`config.mk`:
```
export PLATFORM = sky130hd
export DESIGN_NAME = sris_top
export DESIGN_NICKNAME = d
export VERILOG_FILES = /design/src/core/sris_pkg.sv /design/src/core/sris_top.sv /design/src/core/sris_stab_counter.sv /design/src/core/sris_irq_arbiter.sv
export VERILOG_INCLUDE_DIRS = /design/src /design/src/core
export SDC_FILE = /design/constraint.sdc
export NUM_CORES = 1
export LEC_CHECK = 0
export ABC_AREA = 1
export ABC_CLOCK_PERIOD_IN_PS = 1750
export BUFFER_PORTS_ARGS = -buffer_cell sky130_fd_sc_hd__buf_2
export CORE_ASPECT_RATIO = 1.25
export CORE_MARGIN = 1.5
export CORE_UTILIZATION = 40
export CTS_CLUSTER_SIZE = 14
export DETAILED_ROUTE_END_ITERATION = 7
export GPL_TIMING_DRIVEN = 0
export PLACE_DENSITY = 0.68
export SETUP_SLACK_MARGIN = 0.4
export SYNTH_ARGS = -nofsm -noshare
export SYNTH_HDL_FRONTEND = slang
export SYNTH_SLANG_ARGS = --single-unit
```
`constraint.sdc`:
```
create_clock -name clk_in -period 1.75 [get_ports clk_in]
set_clock_uncertainty 0.05 [all_clocks]
set_input_delay 0 -clock clk_in [delete_from_list [all_inputs] [get_ports clk_in]]
set_output_delay 0 -clock clk_in [all_outputs]
set_load 0.05 [all_outputs]
```
`src/core/sris_params.svh`:
```
// Constants of the reset and interrupt sequencer: offsets, bit positions, reset values, cycle counts.
// Assumes inclusion by bare name from files under core/.
`ifndef SRIS_PARAMS_SVH
`define SRIS_PARAMS_SVH

// Register port addresses (16-bit address space)
`define SRIS_ADDR_CAUSE 16'h0000
`define SRIS_ADDR_CONFIG 16'h0001
`define SRIS_ADDR_STATUS 16'h0002
`define SRIS_ADDR_WDOG_SERVICE 16'hffff

// Reset cause register bit positions
`define SRIS_CAUSE_POR 0
`define SRIS_CAUSE_PIN 1
`define SRIS_CAUSE_WDOG 2
`define SRIS_CAUSE_ILLEGAL_OPCODE_FLAG 3
`define SRIS_CAUSE_ILLEGAL_ADDRESS_FLAG 4
`define SRIS_CAUSE_LVI 5
`define SRIS_CAUSE_RESET 6'h01

// Config register bit positions and reset value
`define SRIS_CFG_STOP_ENABLE 0
`define SRIS_CFG_SHORT_STOP_REC 1
`define SRIS_CFG_BREAK_WDOG_DIS 2
`define SRIS_CFG_WDOG_ENABLE 3
`define SRIS_CONFIG_RESET 4'h8

// Counter stages and cycle counts of the 4x oscillator clock
`define SRIS_STAB_STAGES 12
`define SRIS_SERVICE_LO_STAGE 4
`define SRIS_SHORT_REC_STAGE 5
`define SRIS_PIN_LOW_CYCLES 6'h20
`define SRIS_HOLD_CYCLES 6'h20

`endif

```
`src/core/sris_pkg.sv`:
```
// Types shared by the reset and interrupt sequencer files.
// Assumes nothing beyond a SystemVerilog compiler.
package sris_pkg;

    typedef enum logic [2:0] {
        SRIS_ST_RUN = 3'b000,
        SRIS_ST_STAB = 3'b001,
        SRIS_ST_PIN = 3'b010,
        SRIS_ST_HOLD = 3'b011,
        SRIS_ST_LV = 3'b100,
        SRIS_ST_STOP = 3'b101,
        SRIS_ST_STOPREC = 3'b110,
        SRIS_ST_EXT = 3'b111
    } sris_state_type;

    typedef struct packed {
        logic instr_boundary;
        logic rti_done;
        logic global_mask;
        logic opcode_fetch;
        logic addr_unmapped;
        logic illegal_opcode;
        logic stop_exec;
        logic wake;
        logic break_active;
        logic monitor_mode;
        logic serviced;
    } sris_cpu_type;

endpackage

```
`src/core/sris_top.sv`:
```
// Reset sequencer, reset cause register, watchdog and interrupt latch of the system integration unit.
// Assumes clk_in is the 4x oscillator clock, CPU signals share it, and pins arrive asynchronously.
//
// Our own choices: the placing of the registers and the plain strobed port.
`timescale 1ns/1ps
`include "sris_params.svh"

// Contract
// - Power-on: internal reset, count 4096 cycles, release 64 cycles later.
// - Power-on keeps CPU and module clocks off for 4096 cycles.
// - Power-on sets the power-on cause bit.
// - Watchdog overflow gives internal reset and sets the watchdog cause bit.
// - Every internal reset source drives the reset pin low.
// - Any write to the top address clears watchdog and counter stages 12 to 5.
// - Stabilisation counter ticks the watchdog every 4096 cycles while free-running.
// - Watchdog stops in monitor-mode break when break watchdog disable is set.
// - Illegal instruction sets illegal opcode cause bit and resets.
// - Stop with stop-enable clear is an illegal opcode reset.
// - Opcode fetch from unmapped address resets; data fetch does not.
// - Low voltage sets cause, holds pin low, counts 4096, releases 64 later.
// - Counter has twelve stages and a thirteenth that wraps and clocks watchdog.
// - Counter advances on the falling clock edge.
// - Stop instruction clears the counter.
// - Stop exit waits 32 cycles if short recovery set, else 4096.
// - Pin reset leaves counter alone; counter free-runs after every reset.
// - A latched interrupt keeps precedence until serviced or mask cleared.
// - Interrupts taken at instruction end, only unmasked and enabled.
// - Highest priority pending interrupt is serviced first.
// - Interrupt pending at return is serviced before the next instruction.
// - Internal resets drive pin low 32 cycles, then hold reset 32 more.
// - Internal resets clear the counter; pin reset does not.
module sris_top
    import sris_pkg::*;
#(
    parameter int IRQ_COUNT = 8,
    parameter int IDX_WIDTH = 3,
    parameter int WDOG_WIDTH = 6
) (
    input wire logic clk_in,
    input wire logic rst_in,
    input wire logic ce_in,
    input wire logic [15:0] addr_in,
    input wire logic [7:0] wdata_in,
    input wire logic wr_in,
    input wire logic rd_in,
    output logic [7:0] rdata_out,
    input wire sris_cpu_type cpu_in,
    input wire logic [IRQ_COUNT-1:0] irq_req_in,
    input wire logic [IRQ_COUNT-1:0] irq_enable_in,
    input wire logic ext_reset_n_in,
    input wire logic low_voltage_in,
    output logic reset_pin_out,
    output logic reset_pin_oe_out,
    output logic internal_reset_out,
    output logic bus_clk_enable_out,
    output logic irq_valid_out,
    output logic [IDX_WIDTH-1:0] irq_index_out
);

    sris_state_type state_q, state_d;
    logic [5:0] cnt_q;
    logic [5:0] cause_q;
    logic [3:0] config_q;
    logic ext_meta_q, ext_sync_q;
    logic lv_meta_q, lv_sync_q;
    logic [WDOG_WIDTH-1:0] wdog_q;
    logic stab_clear_q, stab_service_q, short_stop_recovery_q;
    logic pin_oe_q, int_reset_q, bus_en_q;
    logic [7:0] rdata_q;
    logic [`SRIS_STAB_STAGES-1:0] stab_count;
    logic stab_tick, tick_q;
    logic service_wr, wdog_run, wdog_over;
    logic ev_illegal_opcode_flag, ev_illegal_address_flag, ev_wdog;
    logic enter_clear;
    logic [5:0] cause_set;

    // Two flops on each pin before any logic reads it
    always_ff @(posedge clk_in or posedge rst_in) begin
        if (rst_in) begin
            ext_meta_q <= 1'b1;
            ext_sync_q <= 1'b1;
            lv_meta_q <= 1'b0;
            lv_sync_q <= 1'b0;
        end else if (ce_in) begin
            ext_meta_q <= ext_reset_n_in;
            ext_sync_q <= ext_meta_q;
            lv_meta_q <= low_voltage_in;
            lv_sync_q <= lv_meta_q;
        end
    end

    sris_stab_counter u_stab (
        .clk_in(clk_in),
        .rst_in(rst_in),
        .ce_in(ce_in),
        .clear_in(stab_clear_q),
        .service_in(stab_service_q),
        .count_out(stab_count),
        .tick_out(stab_tick)
    );

    always_ff @(posedge clk_in or posedge rst_in) begin
        if (rst_in) begin
            tick_q <= 1'b0;
        end else if (ce_in) begin
            tick_q <= stab_tick;
        end
    end

    assign service_wr = wr_in && (addr_in == `SRIS_ADDR_WDOG_SERVICE);
    assign wdog_run = config_q[`SRIS_CFG_WDOG_ENABLE] && !(cpu_in.break_active && cpu_in.monitor_mode
                      && config_q[`SRIS_CFG_BREAK_WDOG_DIS]);
    assign wdog_over = wdog_run && tick_q && (&wdog_q);

    // Reset events, only while the CPU runs
    assign ev_wdog = (state_q == SRIS_ST_RUN) && wdog_over;
    assign ev_illegal_opcode_flag = (state_q == SRIS_ST_RUN) && (cpu_in.illegal_opcode ||
                     (cpu_in.stop_exec && !config_q[`SRIS_CFG_STOP_ENABLE]));
    assign ev_illegal_address_flag = (state_q == SRIS_ST_RUN) && cpu_in.opcode_fetch && cpu_in.addr_unmapped;

    // Watchdog counter, clocked by the thirteenth stage
    always_ff @(posedge clk_in or posedge rst_in) begin
        if (rst_in) begin
            wdog_q <= '0;
        end else if (ce_in) begin
            if (service_wr || int_reset_q) begin
                wdog_q <= '0;
            end else if (wdog_run && tick_q) begin
                wdog_q <= wdog_q + 1'b1;
            end
        end
    end

    always_comb begin
        state_d = state_q;
        case (state_q)
            SRIS_ST_RUN: begin
                if (lv_sync_q) begin
                    state_d = SRIS_ST_LV;
                end else if (ev_wdog || ev_illegal_opcode_flag || ev_illegal_address_flag) begin
                    state_d = SRIS_ST_PIN;
                end else if (!ext_sync_q) begin
                    state_d = SRIS_ST_EXT;
                end else if (cpu_in.stop_exec) begin
                    state_d = SRIS_ST_STOP;
                end
            end
            SRIS_ST_STAB: begin
                if (lv_sync_q) begin
                    state_d = SRIS_ST_LV;
                end else if (tick_q) begin
                    state_d = SRIS_ST_PIN;
                end
            end
            SRIS_ST_PIN: begin
                if (lv_sync_q) begin
                    state_d = SRIS_ST_LV;
                end else if (cnt_q == `SRIS_PIN_LOW_CYCLES - 6'h01) begin
                    state_d = SRIS_ST_HOLD;
                end
            end
            SRIS_ST_HOLD: begin
                if (lv_sync_q) begin
                    state_d = SRIS_ST_LV;
                end else if (cnt_q == `SRIS_HOLD_CYCLES - 6'h01) begin
                    state_d = SRIS_ST_RUN;
                end
            end
            SRIS_ST_LV: begin
                if (!lv_sync_q) begin
                    state_d = SRIS_ST_STAB;
                end
            end
            SRIS_ST_STOP: begin
                if (lv_sync_q) begin
                    state_d = SRIS_ST_LV;
                end else if (!ext_sync_q) begin
                    state_d = SRIS_ST_EXT;
                end else if (cpu_in.wake) begin
                    state_d = SRIS_ST_STOPREC;
                end
            end
            SRIS_ST_STOPREC: begin
                if (lv_sync_q) begin
                    state_d = SRIS_ST_LV;
                end else if (short_stop_recovery_q ? stab_count[`SRIS_SHORT_REC_STAGE] : tick_q) begin
                    state_d = SRIS_ST_RUN;
                end
            end
            SRIS_ST_EXT: begin
                if (lv_sync_q) begin
                    state_d = SRIS_ST_LV;
                end else if (ext_sync_q) begin
                    state_d = SRIS_ST_HOLD;
                end
            end
            default: begin
                state_d = SRIS_ST_STAB;
            end
        endcase
    end

    // Counter clears on entering an internal reset, stop or stop recovery, never on pin reset;
    // the clock runs on in stop, so recovery restarts the count at wake to get its full delay
    assign enter_clear = (state_d != state_q) && ((state_d == SRIS_ST_PIN && state_q == SRIS_ST_RUN) ||
                         state_d == SRIS_ST_STAB || state_d == SRIS_ST_LV || state_d == SRIS_ST_STOP ||
                         state_d == SRIS_ST_STOPREC);

    // Power-on starts in the counting state with the counter already cleared
    always_ff @(posedge clk_in or posedge rst_in) begin
        if (rst_in) begin
            state_q <= SRIS_ST_STAB;
            cnt_q <= '0;
        end else if (ce_in) begin
            state_q <= state_d;
            if (state_d != state_q) begin
                cnt_q <= '0;
            end else begin
                cnt_q <= cnt_q + 6'h01;
            end
        end
    end

    always_ff @(posedge clk_in or posedge rst_in) begin
        if (rst_in) begin
            stab_clear_q <= 1'b0;
            stab_service_q <= 1'b0;
        end else if (ce_in) begin
            stab_clear_q <= enter_clear;
            stab_service_q <= service_wr;
        end
    end

    // Short recovery choice is sampled at stop exit
    always_ff @(posedge clk_in or posedge rst_in) begin
        if (rst_in) begin
            short_stop_recovery_q <= 1'b0;
        end else if (ce_in && state_q == SRIS_ST_STOP && state_d == SRIS_ST_STOPREC) begin
            short_stop_recovery_q <= config_q[`SRIS_CFG_SHORT_STOP_REC];
        end
    end

    // Outputs follow the next state so they change with the state register
    always_ff @(posedge clk_in or posedge rst_in) begin
        if (rst_in) begin
            pin_oe_q <= 1'b1;
            int_reset_q <= 1'b1;
            bus_en_q <= 1'b0;
        end else if (ce_in) begin
            pin_oe_q <= (state_d == SRIS_ST_STAB) || (state_d == SRIS_ST_PIN) || (state_d == SRIS_ST_LV);
            int_reset_q <= (state_d == SRIS_ST_STAB) || (state_d == SRIS_ST_PIN) || (state_d == SRIS_ST_HOLD) ||
                           (state_d == SRIS_ST_LV) || (state_d == SRIS_ST_EXT);
            bus_en_q <= (state_d == SRIS_ST_RUN) || (state_d == SRIS_ST_PIN) || (state_d == SRIS_ST_HOLD) ||
                        (state_d == SRIS_ST_EXT);
        end
    end

    always_comb begin
        cause_set = '0;
        cause_set[`SRIS_CAUSE_WDOG] = ev_wdog && !lv_sync_q;
        cause_set[`SRIS_CAUSE_ILLEGAL_OPCODE_FLAG] = ev_illegal_opcode_flag && !lv_sync_q;
        cause_set[`SRIS_CAUSE_ILLEGAL_ADDRESS_FLAG] = ev_illegal_address_flag && !lv_sync_q;
        cause_set[`SRIS_CAUSE_LVI] = lv_sync_q && state_q != SRIS_ST_LV;
        cause_set[`SRIS_CAUSE_PIN] = state_d == SRIS_ST_EXT && state_q != SRIS_ST_EXT;
    end

    // Cause bits clear on read; a new cause in the same cycle still lands
    always_ff @(posedge clk_in or posedge rst_in) begin
        if (rst_in) begin
            cause_q <= `SRIS_CAUSE_RESET;
        end else if (ce_in) begin
            if (rd_in && addr_in == `SRIS_ADDR_CAUSE) begin
                cause_q <= cause_set;
            end else begin
                cause_q <= cause_q | cause_set;
            end
        end
    end

    always_ff @(posedge clk_in or posedge rst_in) begin
        if (rst_in) begin
            config_q <= `SRIS_CONFIG_RESET;
        end else if (ce_in && wr_in && addr_in == `SRIS_ADDR_CONFIG) begin
            config_q <= wdata_in[3:0];
        end
    end

    always_ff @(posedge clk_in or posedge rst_in) begin
        if (rst_in) begin
            rdata_q <= '0;
        end else if (ce_in) begin
            if (rd_in) begin
                case (addr_in)
                    `SRIS_ADDR_CAUSE: rdata_q <= {2'h0, cause_q};
                    `SRIS_ADDR_CONFIG: rdata_q <= {4'h0, config_q};
                    `SRIS_ADDR_STATUS: rdata_q <= {irq_valid_out, 4'h0, state_q};
                    default: rdata_q <= '0;
                endcase
            end else begin
                rdata_q <= '0;
            end
        end
    end

    sris_irq_arbiter #(
        .IRQ_COUNT(IRQ_COUNT),
        .IDX_WIDTH(IDX_WIDTH)
    ) u_arb (
        .clk_in(clk_in),
        .rst_in(rst_in),
        .ce_in(ce_in),
        .clear_in(int_reset_q),
        .take_in((cpu_in.instr_boundary || cpu_in.rti_done) && state_q == SRIS_ST_RUN),
        .mask_in(cpu_in.global_mask),
        .serviced_in(cpu_in.serviced),
        .req_in(irq_req_in),
        .enable_in(irq_enable_in),
        .valid_out(irq_valid_out),
        .index_out(irq_index_out)
    );

    assign reset_pin_out = 1'b0;
    assign reset_pin_oe_out = pin_oe_q;
    assign internal_reset_out = int_reset_q;
    assign bus_clk_enable_out = bus_en_q;
    assign rdata_out = rdata_q;
endmodule

```
`src/core/sris_stab_counter.sv`:
```
// Stabilisation counter: twelve counting stages and a thirteenth stage, on the falling clock edge.
// Assumes clear and service requests are one-cycle flops from the rising-edge logic of the same clock.
`timescale 1ns/1ps
`include "sris_params.svh"

module sris_stab_counter
    import sris_pkg::*;
(
    input wire logic clk_in,
    input wire logic rst_in,
    input wire logic ce_in,
    input wire logic clear_in,
    input wire logic service_in,
    output logic [`SRIS_STAB_STAGES-1:0] count_out,
    output logic tick_out
);

    logic [`SRIS_STAB_STAGES-1:0] count_q;
    logic stage13_q;

    // Falling edge so the rising-edge sequencer sees a settled value
    always_ff @(negedge clk_in or posedge rst_in) begin
        if (rst_in) begin
            count_q <= '0;
        end else if (ce_in) begin
            if (clear_in) begin
                count_q <= '0;
            end else if (service_in) begin
                count_q <= {{(`SRIS_STAB_STAGES-`SRIS_SERVICE_LO_STAGE){1'b0}},
                            count_q[`SRIS_SERVICE_LO_STAGE-1:0]};
            end else begin
                count_q <= count_q + 1'b1;
            end
        end
    end

    // Carry into the thirteenth stage wraps the counter and clocks the watchdog
    always_ff @(negedge clk_in or posedge rst_in) begin
        if (rst_in) begin
            stage13_q <= 1'b0;
        end else if (ce_in) begin
            stage13_q <= !clear_in && !service_in && (&count_q);
        end
    end

    assign count_out = count_q;
    assign tick_out = stage13_q;
endmodule

```
`src/core/sris_irq_arbiter.sv`:
```
// Interrupt latch and priority arbiter; source 0 has the highest priority.
// Assumes CPU strobes come from logic on the same clock.
`timescale 1ns/1ps

module sris_irq_arbiter
    import sris_pkg::*;
#(
    parameter int IRQ_COUNT = 8,
    parameter int IDX_WIDTH = 3
) (
    input wire logic clk_in,
    input wire logic rst_in,
    input wire logic ce_in,
    input wire logic clear_in,
    input wire logic take_in,
    input wire logic mask_in,
    input wire logic serviced_in,
    input wire logic [IRQ_COUNT-1:0] req_in,
    input wire logic [IRQ_COUNT-1:0] enable_in,
    output logic valid_out,
    output logic [IDX_WIDTH-1:0] index_out
);

    logic valid_q;
    logic [IDX_WIDTH-1:0] index_q;
    logic mask_prev_q;
    logic [IRQ_COUNT-1:0] live;

    function automatic logic [IDX_WIDTH-1:0] pick_first(input logic [IRQ_COUNT-1:0] v);
        logic [IDX_WIDTH-1:0] r;
        r = '0;
        for (int i = IRQ_COUNT - 1; i >= 0; i--) begin
            if (v[i]) begin
                r = IDX_WIDTH'(i);
            end
        end
        return r;
    endfunction

    assign live = req_in & enable_in;

    always_ff @(posedge clk_in or posedge rst_in) begin
        if (rst_in) begin
            mask_prev_q <= 1'b1;
        end else if (ce_in) begin
            mask_prev_q <= mask_in;
        end
    end

    // A latched request holds until serviced, the global mask falls or an internal reset clears it
    always_ff @(posedge clk_in or posedge rst_in) begin
        if (rst_in) begin
            valid_q <= 1'b0;
            index_q <= '0;
        end else if (ce_in) begin
            if (clear_in || serviced_in || (mask_prev_q && !mask_in)) begin
                valid_q <= 1'b0;
            end else if (!valid_q && take_in && !mask_in && (|live)) begin
                valid_q <= 1'b1;
                index_q <= pick_first(live);
            end
        end
    end

    assign valid_out = valid_q;
    assign index_out = index_q;
endmodule

```
==> run_results.csv, run 1 <==
group,metric,value,unit
final_layout,area.sequential,1540,um^2
sta,slew-limit-headroom,36.0,%
synth,yosysTopAreaCellShare,29.4,%
synth,synth_edf_count,0,
floorplanning,start_util,41.3,%
synth,ys_types,46,
clock_tree,h-tree-depth,3,
global_routing,antenna_found_initial,0,
synth,syn_avg_cell_area,7.52,um^2
power_and_ir_drop,power_switching,0.00257,W
worst_setup_path,cp_max_fo,2,
power_and_ir_drop,p_sw_share,41.4,%
floorplanning,die_area,9080,um^2
clock_tree,clk_latency,350,ps
clock_tree,clock_sinks,61,
synth,synth_top_flop_cell,"dfrtp_1",
global_routing,grt_use_met1,24.8,%
clock_tree,cts_root_buffer,"clkbuf_8",
worst_setup_path,critPathKind,"flip-flop to flip-flop",
routing,wl_per_cell,14.5,um
synth,ys_warn_count,0,
synth,ys_ff_latch,61,
final_layout,stdcell_count,691,
final_layout,final_common_cell,"nand2_1",
global_routing,grt_pass1_wl,16300,um
final_layout,final_nets,651,
sta,final_hold_viol_count,3,
place,dpl.hpwl,6440,um
sta,timing.final.ws_setup,-759,ps
sta,holdWs,-27.1,ps
sta,tightest_slew,960,ps
floorplanning,core-area,8240,um^2
power_and_ir_drop,p_int,0.00364,W
routing,finalWirelength,10000,um
floorplanning,die_h,106,um
clock_tree,clk_pin_slew_worst_paths,60,ps
hold_path,min_path_type,"input pin to flip-flop",
final_layout,fin_area,5000,um^2
global_routing,met2_usage,41.8,%
synth,synth_area_leaders,"dfrtp_1 (29%), nand2_1 (13%), dfrtn_1 (9.5%)",
clock_tree,numCtsBuffers,9,
power_and_ir_drop,pwr-share-clk,20.4,%
floorplanning,rows,37,
synth,synthesis.area,3410,um^2
synth,seq_area_frac_synth,45.1,%
power_and_ir_drop,p_comb_share,49.9,%
global_routing,use_met3,4.50,%
worst_setup_path,worstSetupStartpointType,"flip-flop",
routing,route.antenna.remaining_nets,0,
place,dp_cells,617,
synth,synthCells,453,
power_and_ir_drop,power_density,1240,nW/um^2
status,violations,"DRC, hold timing, setup timing",
floorplanning,ios,74,
routing,vias,3647,
synth,ys_async_sr_fraction,100,%
place,placed_area,3950,um^2
final_layout,drive_gt1_share,37.7,%
worst_setup_path,cp_data_arrival_time,2740,ps
power_and_ir_drop,leakage,2.46,nW
status,outcome,"complete, but fails checks",
global_routing,grt_usage,22.9,%
final_layout,nFillCells,716,
final_layout,utilization,60.6,%
clock_tree,clockBufferDepth,2,
clock_tree,cts_tree,"built",
global_routing,grt_overflow_total,0,
sta,rsz0062_at_grt,"true",
final_layout,multi_input_area,1930,um^2
routing,dr.pass1.iters,6,
worst_setup_path,critPathCaptureType,"flip-flop",
flow_run,cap_violations,0,
final_layout,final_cell_mix,"nand2_1 (109), buf_2 (66), inv_1 (47)",
power_and_ir_drop,finalPower,0.00621,W
power_and_ir_drop,pwr-share-seq,29.7,%
place,io_buffers,66,
place,gp_routability_congestion,0.924,
routing,drtIter0Drc,176,
global_routing,grt_start_max_net_pins,31,
sta,drv_slew,0,
global_routing,first_global_vias,3658,
worst_setup_path,cp.required,1980,ps
final_layout,diodes,0,
routing,viasPerCell,5.28,
sta,setup_viol,27,
floorplanning,die_w,85.5,um
final_layout,area.growth.synth_to_final,46.6,%
power_and_ir_drop,peakVddDrop,0.00114,V
synth,synth_top_area_cell,"dfrtp_1",
routing,drc_errors,1,
global_routing,top_usage_layer,"met2",
worst max-delay path, cell delays in order, from the launching register on:
cell and delay (ps):
dfrtn_1 410, nand2_1 50, o21ai_1 100, nor2_1 80
nor2_1 90, nand3_1 90, nand2_2 110, nand2_4 60
nand2_2 60, nand2_2 60, nor2_4 120, buf_6 110
nand4_1 80, nand2_1 90
kinds of logic after synthesis:
| kind of cell | share of synthesized area [%] |
|---|---|
| AO/OA/AOI/OAI | 12.4 |
| XOR/XNOR | 2.31 |
| adder cells (fa/ha/maj) | 1.10 |
| buffers and inverters | 8.59 |
| flip-flops | 45.1 |
| other | 0.110 |
| AND/OR/NAND/NOR | 30.4 |
synth_stat cells, types with 2 or more instances:
cell type	instances
a21oi_1	23
a31oi_1	3
buf_4	2
clkbuf_1	5
dfrtn_1	13
dfrtp_1	40
dfstp_2	8
ha_1	3
inv_1	56
inv_2	4
nand2_1	120
nand2_2	7
nand3_1	30
nand4_1	15
nor2_1	42
nor2_2	3
nor3_1	7
nor4_1	3
o21ai_0	31
o221ai_1	2
o22ai_1	3
o32ai_1	2
xnor2_1	3
xor2_1	6
per-layer routing:
layer	share of wire [%]	wire [um]	vias to the layer above
met5	0	0	-
met4	3.0	299	0
met3	4.0	399	30
met2	54	5440	108
met1	39	3890	1742
li1	-	-	1767
power groups by stage:
| stage | clock network [W] | registers, W | logic (W) |
|---|---|---|---|
| CTS | 0.00128 | 0.00182 | 0.00269 |
| detailed placement | 0 | 0.00185 | 0.00194 |
| global route | 0.00133 | 0.00187 | 0.00332 |
| floorplan | 0 | 0.00205 | 0.00126 |
| global placement | 0 | 0.00184 | 0.00191 |
| finish | 0.00127 | 0.00184 | 0.00310 |
through the flow:
step / worst slack [ps] / TNS [ps] / hold slack, ps
global route: -894 / -13720 / 0.556
global placement: -814 / -15700 / 152
finish: -759 / -11490 / -27.1
CTS: -690 / -10890 / -6.79
floorplan: -629 / -9130 / 46.2
detailed placement: -844 / -16810 / 150
timing repair:
item                       CTS  global route
gates cloned                 3             0
buffers inserted            27             8
hold endpoints to repair    52            23
setup endpoints to repair   53            71
gates resized for setup     45            58
hold buffers                21             2
pin swaps                   33            26
layout make-up:
| type | count | area share, % |
|---|---|---|
| Multi-Input combinational cell | 323 | 38.7 |
| Sequential cell | 61 | 30.8 |
| Timing Repair Buffer | 122 | 17.2 |
| Inverter | 60 | 4.78 |
| Clock buffer | 15 | 3.96 |
| Tap cell | 97 | 2.43 |
| Buffer | 11 | 1.80 |
| Timing Repair inverter | 2 | 0.301 |
sequential cells by signal, indices dropped and copies added (netlist names), 3 cells and up:
| name | count |
|---|---|
| wdog_q | 6 |
| u_stab.count_out | 12 |
| rdata_out | 7 |
| u_arb.index_out | 3 |
| cnt_q | 6 |
| state_q | 3 |
| config_q | 4 |
| cause_q | 6 |
worst paths after layout:
kind                                      from                 end  slack (ps)  cells past startpoint
setup / recovery           u_stab.count_out[5]            cnt_q[1]        -760                     13
hold / removal                   irq_req_in[1]  u_arb.index_out[1]         -30                      4
setup reg to reg           u_stab.count_out[5]            cnt_q[1]        -760                     13
hold reg to reg                u_stab.tick_out     u_stab.tick_out         410                      2
max in group asynchronous               rst_in      stab_service_q         770                      3
min in group asynchronous               rst_in      stab_service_q         230                      3
No activity file was read; power rests on OpenSTA's default activity.
==> run 2: changes to the inputs <==
--- a/config.mk
+++ b/config.mk
@@ -7,7 +7,7 @@
 export NUM_CORES = 1
 export LEC_CHECK = 0
 export ABC_AREA = 1
-export ABC_CLOCK_PERIOD_IN_PS = 1750
+export ABC_CLOCK_PERIOD_IN_PS = 2250
 export BUFFER_PORTS_ARGS = -buffer_cell sky130_fd_sc_hd__buf_2
 export CORE_ASPECT_RATIO = 1.25
 export CORE_MARGIN = 1.5
==> constraint.sdc (replaced) <==
create_clock -name clk_in -period 2.25 [get_ports clk_in]
set_clock_uncertainty 0.05 [all_clocks]
set_input_delay 0 -clock clk_in [delete_from_list [all_inputs] [get_ports clk_in]]
set_output_delay 0 -clock clk_in [all_outputs]
set_load 0.05 [all_outputs]
==> run 2 against run 1 <==
  * The flow still finishes with violations (DRC, hold timing, setup timing)
  * Setup slack improved by 270 ps
  * Utilization decreased by 4.0 points
  * Flip-flop and latch count unchanged
  * Combinational power decreased by 39%
  * Worst hold slack got worse by 37 ps
  * Routed wire length decreased by 6.0%
  * Count of clock-buffer cells in the layout decreased by 3
  * Sequential share of layout area increased by 2.1 points
  * Die area unchanged
  * Via count decreased by 4.9%
  * Largest power group unchanged
==> run_results.csv, run 2 (same netlist as run 1, synthesis figures left out) <==
group,metric,value,unit
status,outcome,"complete, but fails checks",
status,violations,"DRC, hold timing, setup timing",
routing,finalWirelength,9430,um
worst_setup_path,r2r_slack,-490,ps
floorplanning,start_util,41.3,%
final_layout,final_nets,626,
worst_setup_path,ff2ff_path_depth,13,
global_routing,antenna_found_initial,0,
flow_run,cap_violations,0,
clock_tree,h-tree-depth,3,
floorplanning,ios,74,
worst_setup_path,cp_max_fo,5,
power_and_ir_drop,leakage,2.34,nW
place,io_buffers,66,
routing,dr.pass1.iters,6,
place,gp_routability_congestion,0.927,
global_routing,grt_start_max_net_pins,32,
sta,final_hold_viol_count,1,
final_layout,diodes,0,
final_layout,largest_reg_flops,12,
clock_tree,clock_sinks,61,
worst_setup_path,crit_start,"u_stab.count_out[5]",
worst_setup_path,critPathKind,"flip-flop to flip-flop",
worst_setup_path,cp_data_arrival_time,2940,ps
floorplanning,die_h,106,um
worst_setup_path,cp.required,2450,ps
sta,slew-limit-headroom,45.3,%
final_layout,area.growth.synth_to_final,37.0,%
worst_setup_path,crit_top_cell,"nand2_2",
clock_tree,numCtsBuffers,9,
sta,setup_viol,17,
worst_setup_path,crit_end,"stab_clear_q",
routing,route.antenna.remaining_nets,0,
clock_tree,clk_pin_slew_worst_paths,70,ps
power_and_ir_drop,finalPower,0.00453,W
power_and_ir_drop,power_density,971,nW/um^2
sta,setup_tns,-5940,ps
final_layout,utilization,56.6,%
floorplanning,core-area,8240,um^2
routing,viasPerCell,5.20,
clock_tree,cts_root_buffer,"clkbuf_8",
sta,timing.final.ws_setup,-488,ps
power_and_ir_drop,peakVddDrop,0.000801,V
worst_setup_path,critPathCaptureType,"flip-flop",
global_routing,grt_pass1_wl,15300,um
final_layout,drive_gt1_share,30.7,%
clock_tree,clockBufferDepth,2,
sta,holdWs,-64.0,ps
sta,drv_slew,0,
final_layout,final_common_cell,"nand2_1",
final_layout,final_cell_mix,"nand2_1 (111), buf_2 (66), inv_1 (50)",
worst_setup_path,path_cells,"nand2_1 -> o21ai_1 -> nor2_1 -> nor2_1 -> nand3_1 -> nand2_2 -> buf_6 -> nand3_2 -> nand2_2 -> nor2_4 -> nand2_4 -> nand2_2 -> nand2_1",
sta,rsz0062_at_grt,"true",
clock_tree,cts_tree,"built",
floorplanning,die_w,85.5,um
floorplanning,rows,37,
place,dpl.hpwl,6290,um
hold_path,min_path_type,"input pin to flip-flop",
routing,drc_errors,1,
sta,tightest_slew,816,ps
worst_setup_path,r2r_start,"u_stab.count_out[5]",
worst_setup_path,slowest_delay,370,ps
final_layout,nFillCells,751,
worst_setup_path,slowest_stage,"dfrtn_1",
global_routing,grt_overflow_total,0,
floorplanning,die_area,9080,um^2
worst_setup_path,reg2reg_to,"stab_clear_q",
global_routing,grt_usage,21.6,%
routing,wl_per_cell,14.1,um
routing,drtIter0Drc,186,
worst_setup_path,worstSetupStartpointType,"flip-flop",
clock_tree,clk_latency,360,ps
global_routing,first_global_vias,3395,
routing,vias,3470,
## run 2: power breakdown
group / leakage (nW) / switching, W / internal, W
combinational: 1.44 / 0.00123 / 0.000660
clock: 0.129 / 0.000487 / 0.000721
sequential: 0.770 / 0.000155 / 0.00128
## run 2: metal layers
layer / share of wire (%) / track usage [%]
met1: 40 / 25.2
met2: 53 / 38.9
met3: 4.0 / 3.18
met4: 3.1 / 9.33
met5: 0 / 0
## run 2: what timing repair did
action / in CTS / in global routing
setup buffers: 7 / 8
hold endpoints to repair: 53 / 0
pin swaps: 12 / 15
hold buffers: 19 / 0
resized for setup: 25 / 31
endpoints found under the setup margin: 34 / 46
gates cloned: 1 / 1
## run 2: worst min-delay path by stage
stage | startpoint | to | slack, ps | depth (start not counted)
finish | irq_enable_in[0] | u_arb.index_out[0] | -60 | 4
global route | irq_enable_in[0] | u_arb.index_out[0] | 3 | 4
CTS | irq_enable_in[2] | u_arb.index_out[0] | 2 | 6
detailed placement | low_voltage_in | lv_meta_q | 150 | 3
global placement | low_voltage_in | lv_meta_q | 150 | 3
floorplan | ext_reset_n_in | ext_meta_q | 50 | 2
## run 2: cell type report
type	count	area (um^2)	area share [%]
plain buffers	11	77.6	1.66
clock buffers	12	199	4.26
clock inverters	4	56.3	1.21
inverters	60	236	5.07
multi-input cells	322	1790	38.4
flip-flops and latches	61	1540	32.9
well taps	97	121	2.60
repair buffers	98	636	13.6
repair inverters	2	12.5	0.268
## run 2: through the flow
| step | hold slack [ps] | instances | area, um^2 | setup slack, ps |
|---|---|---|---|---|
| finish | -64.0 | 667 | 4670 | -488 |
| global route | 3.34 | 667 | 4670 | -645 |
| CTS | 1.81 | 660 | 4510 | -502 |
| detailed placement | 154 | 617 | 3920 | -618 |
| global placement | 153 | 617 | 3920 | -595 |
| floorplan | 46.2 | 454 | 3460 | -379 |
## run 2: critical path, delay by kind of cell, from the launching register on
family / cells / cell delay (ps)
AND/OR/NAND/NOR: 11 / 910
AO/OA/AOI/OAI: 1 / 60
buffers and inverters: 1 / 130
flip-flops: 1 / 370
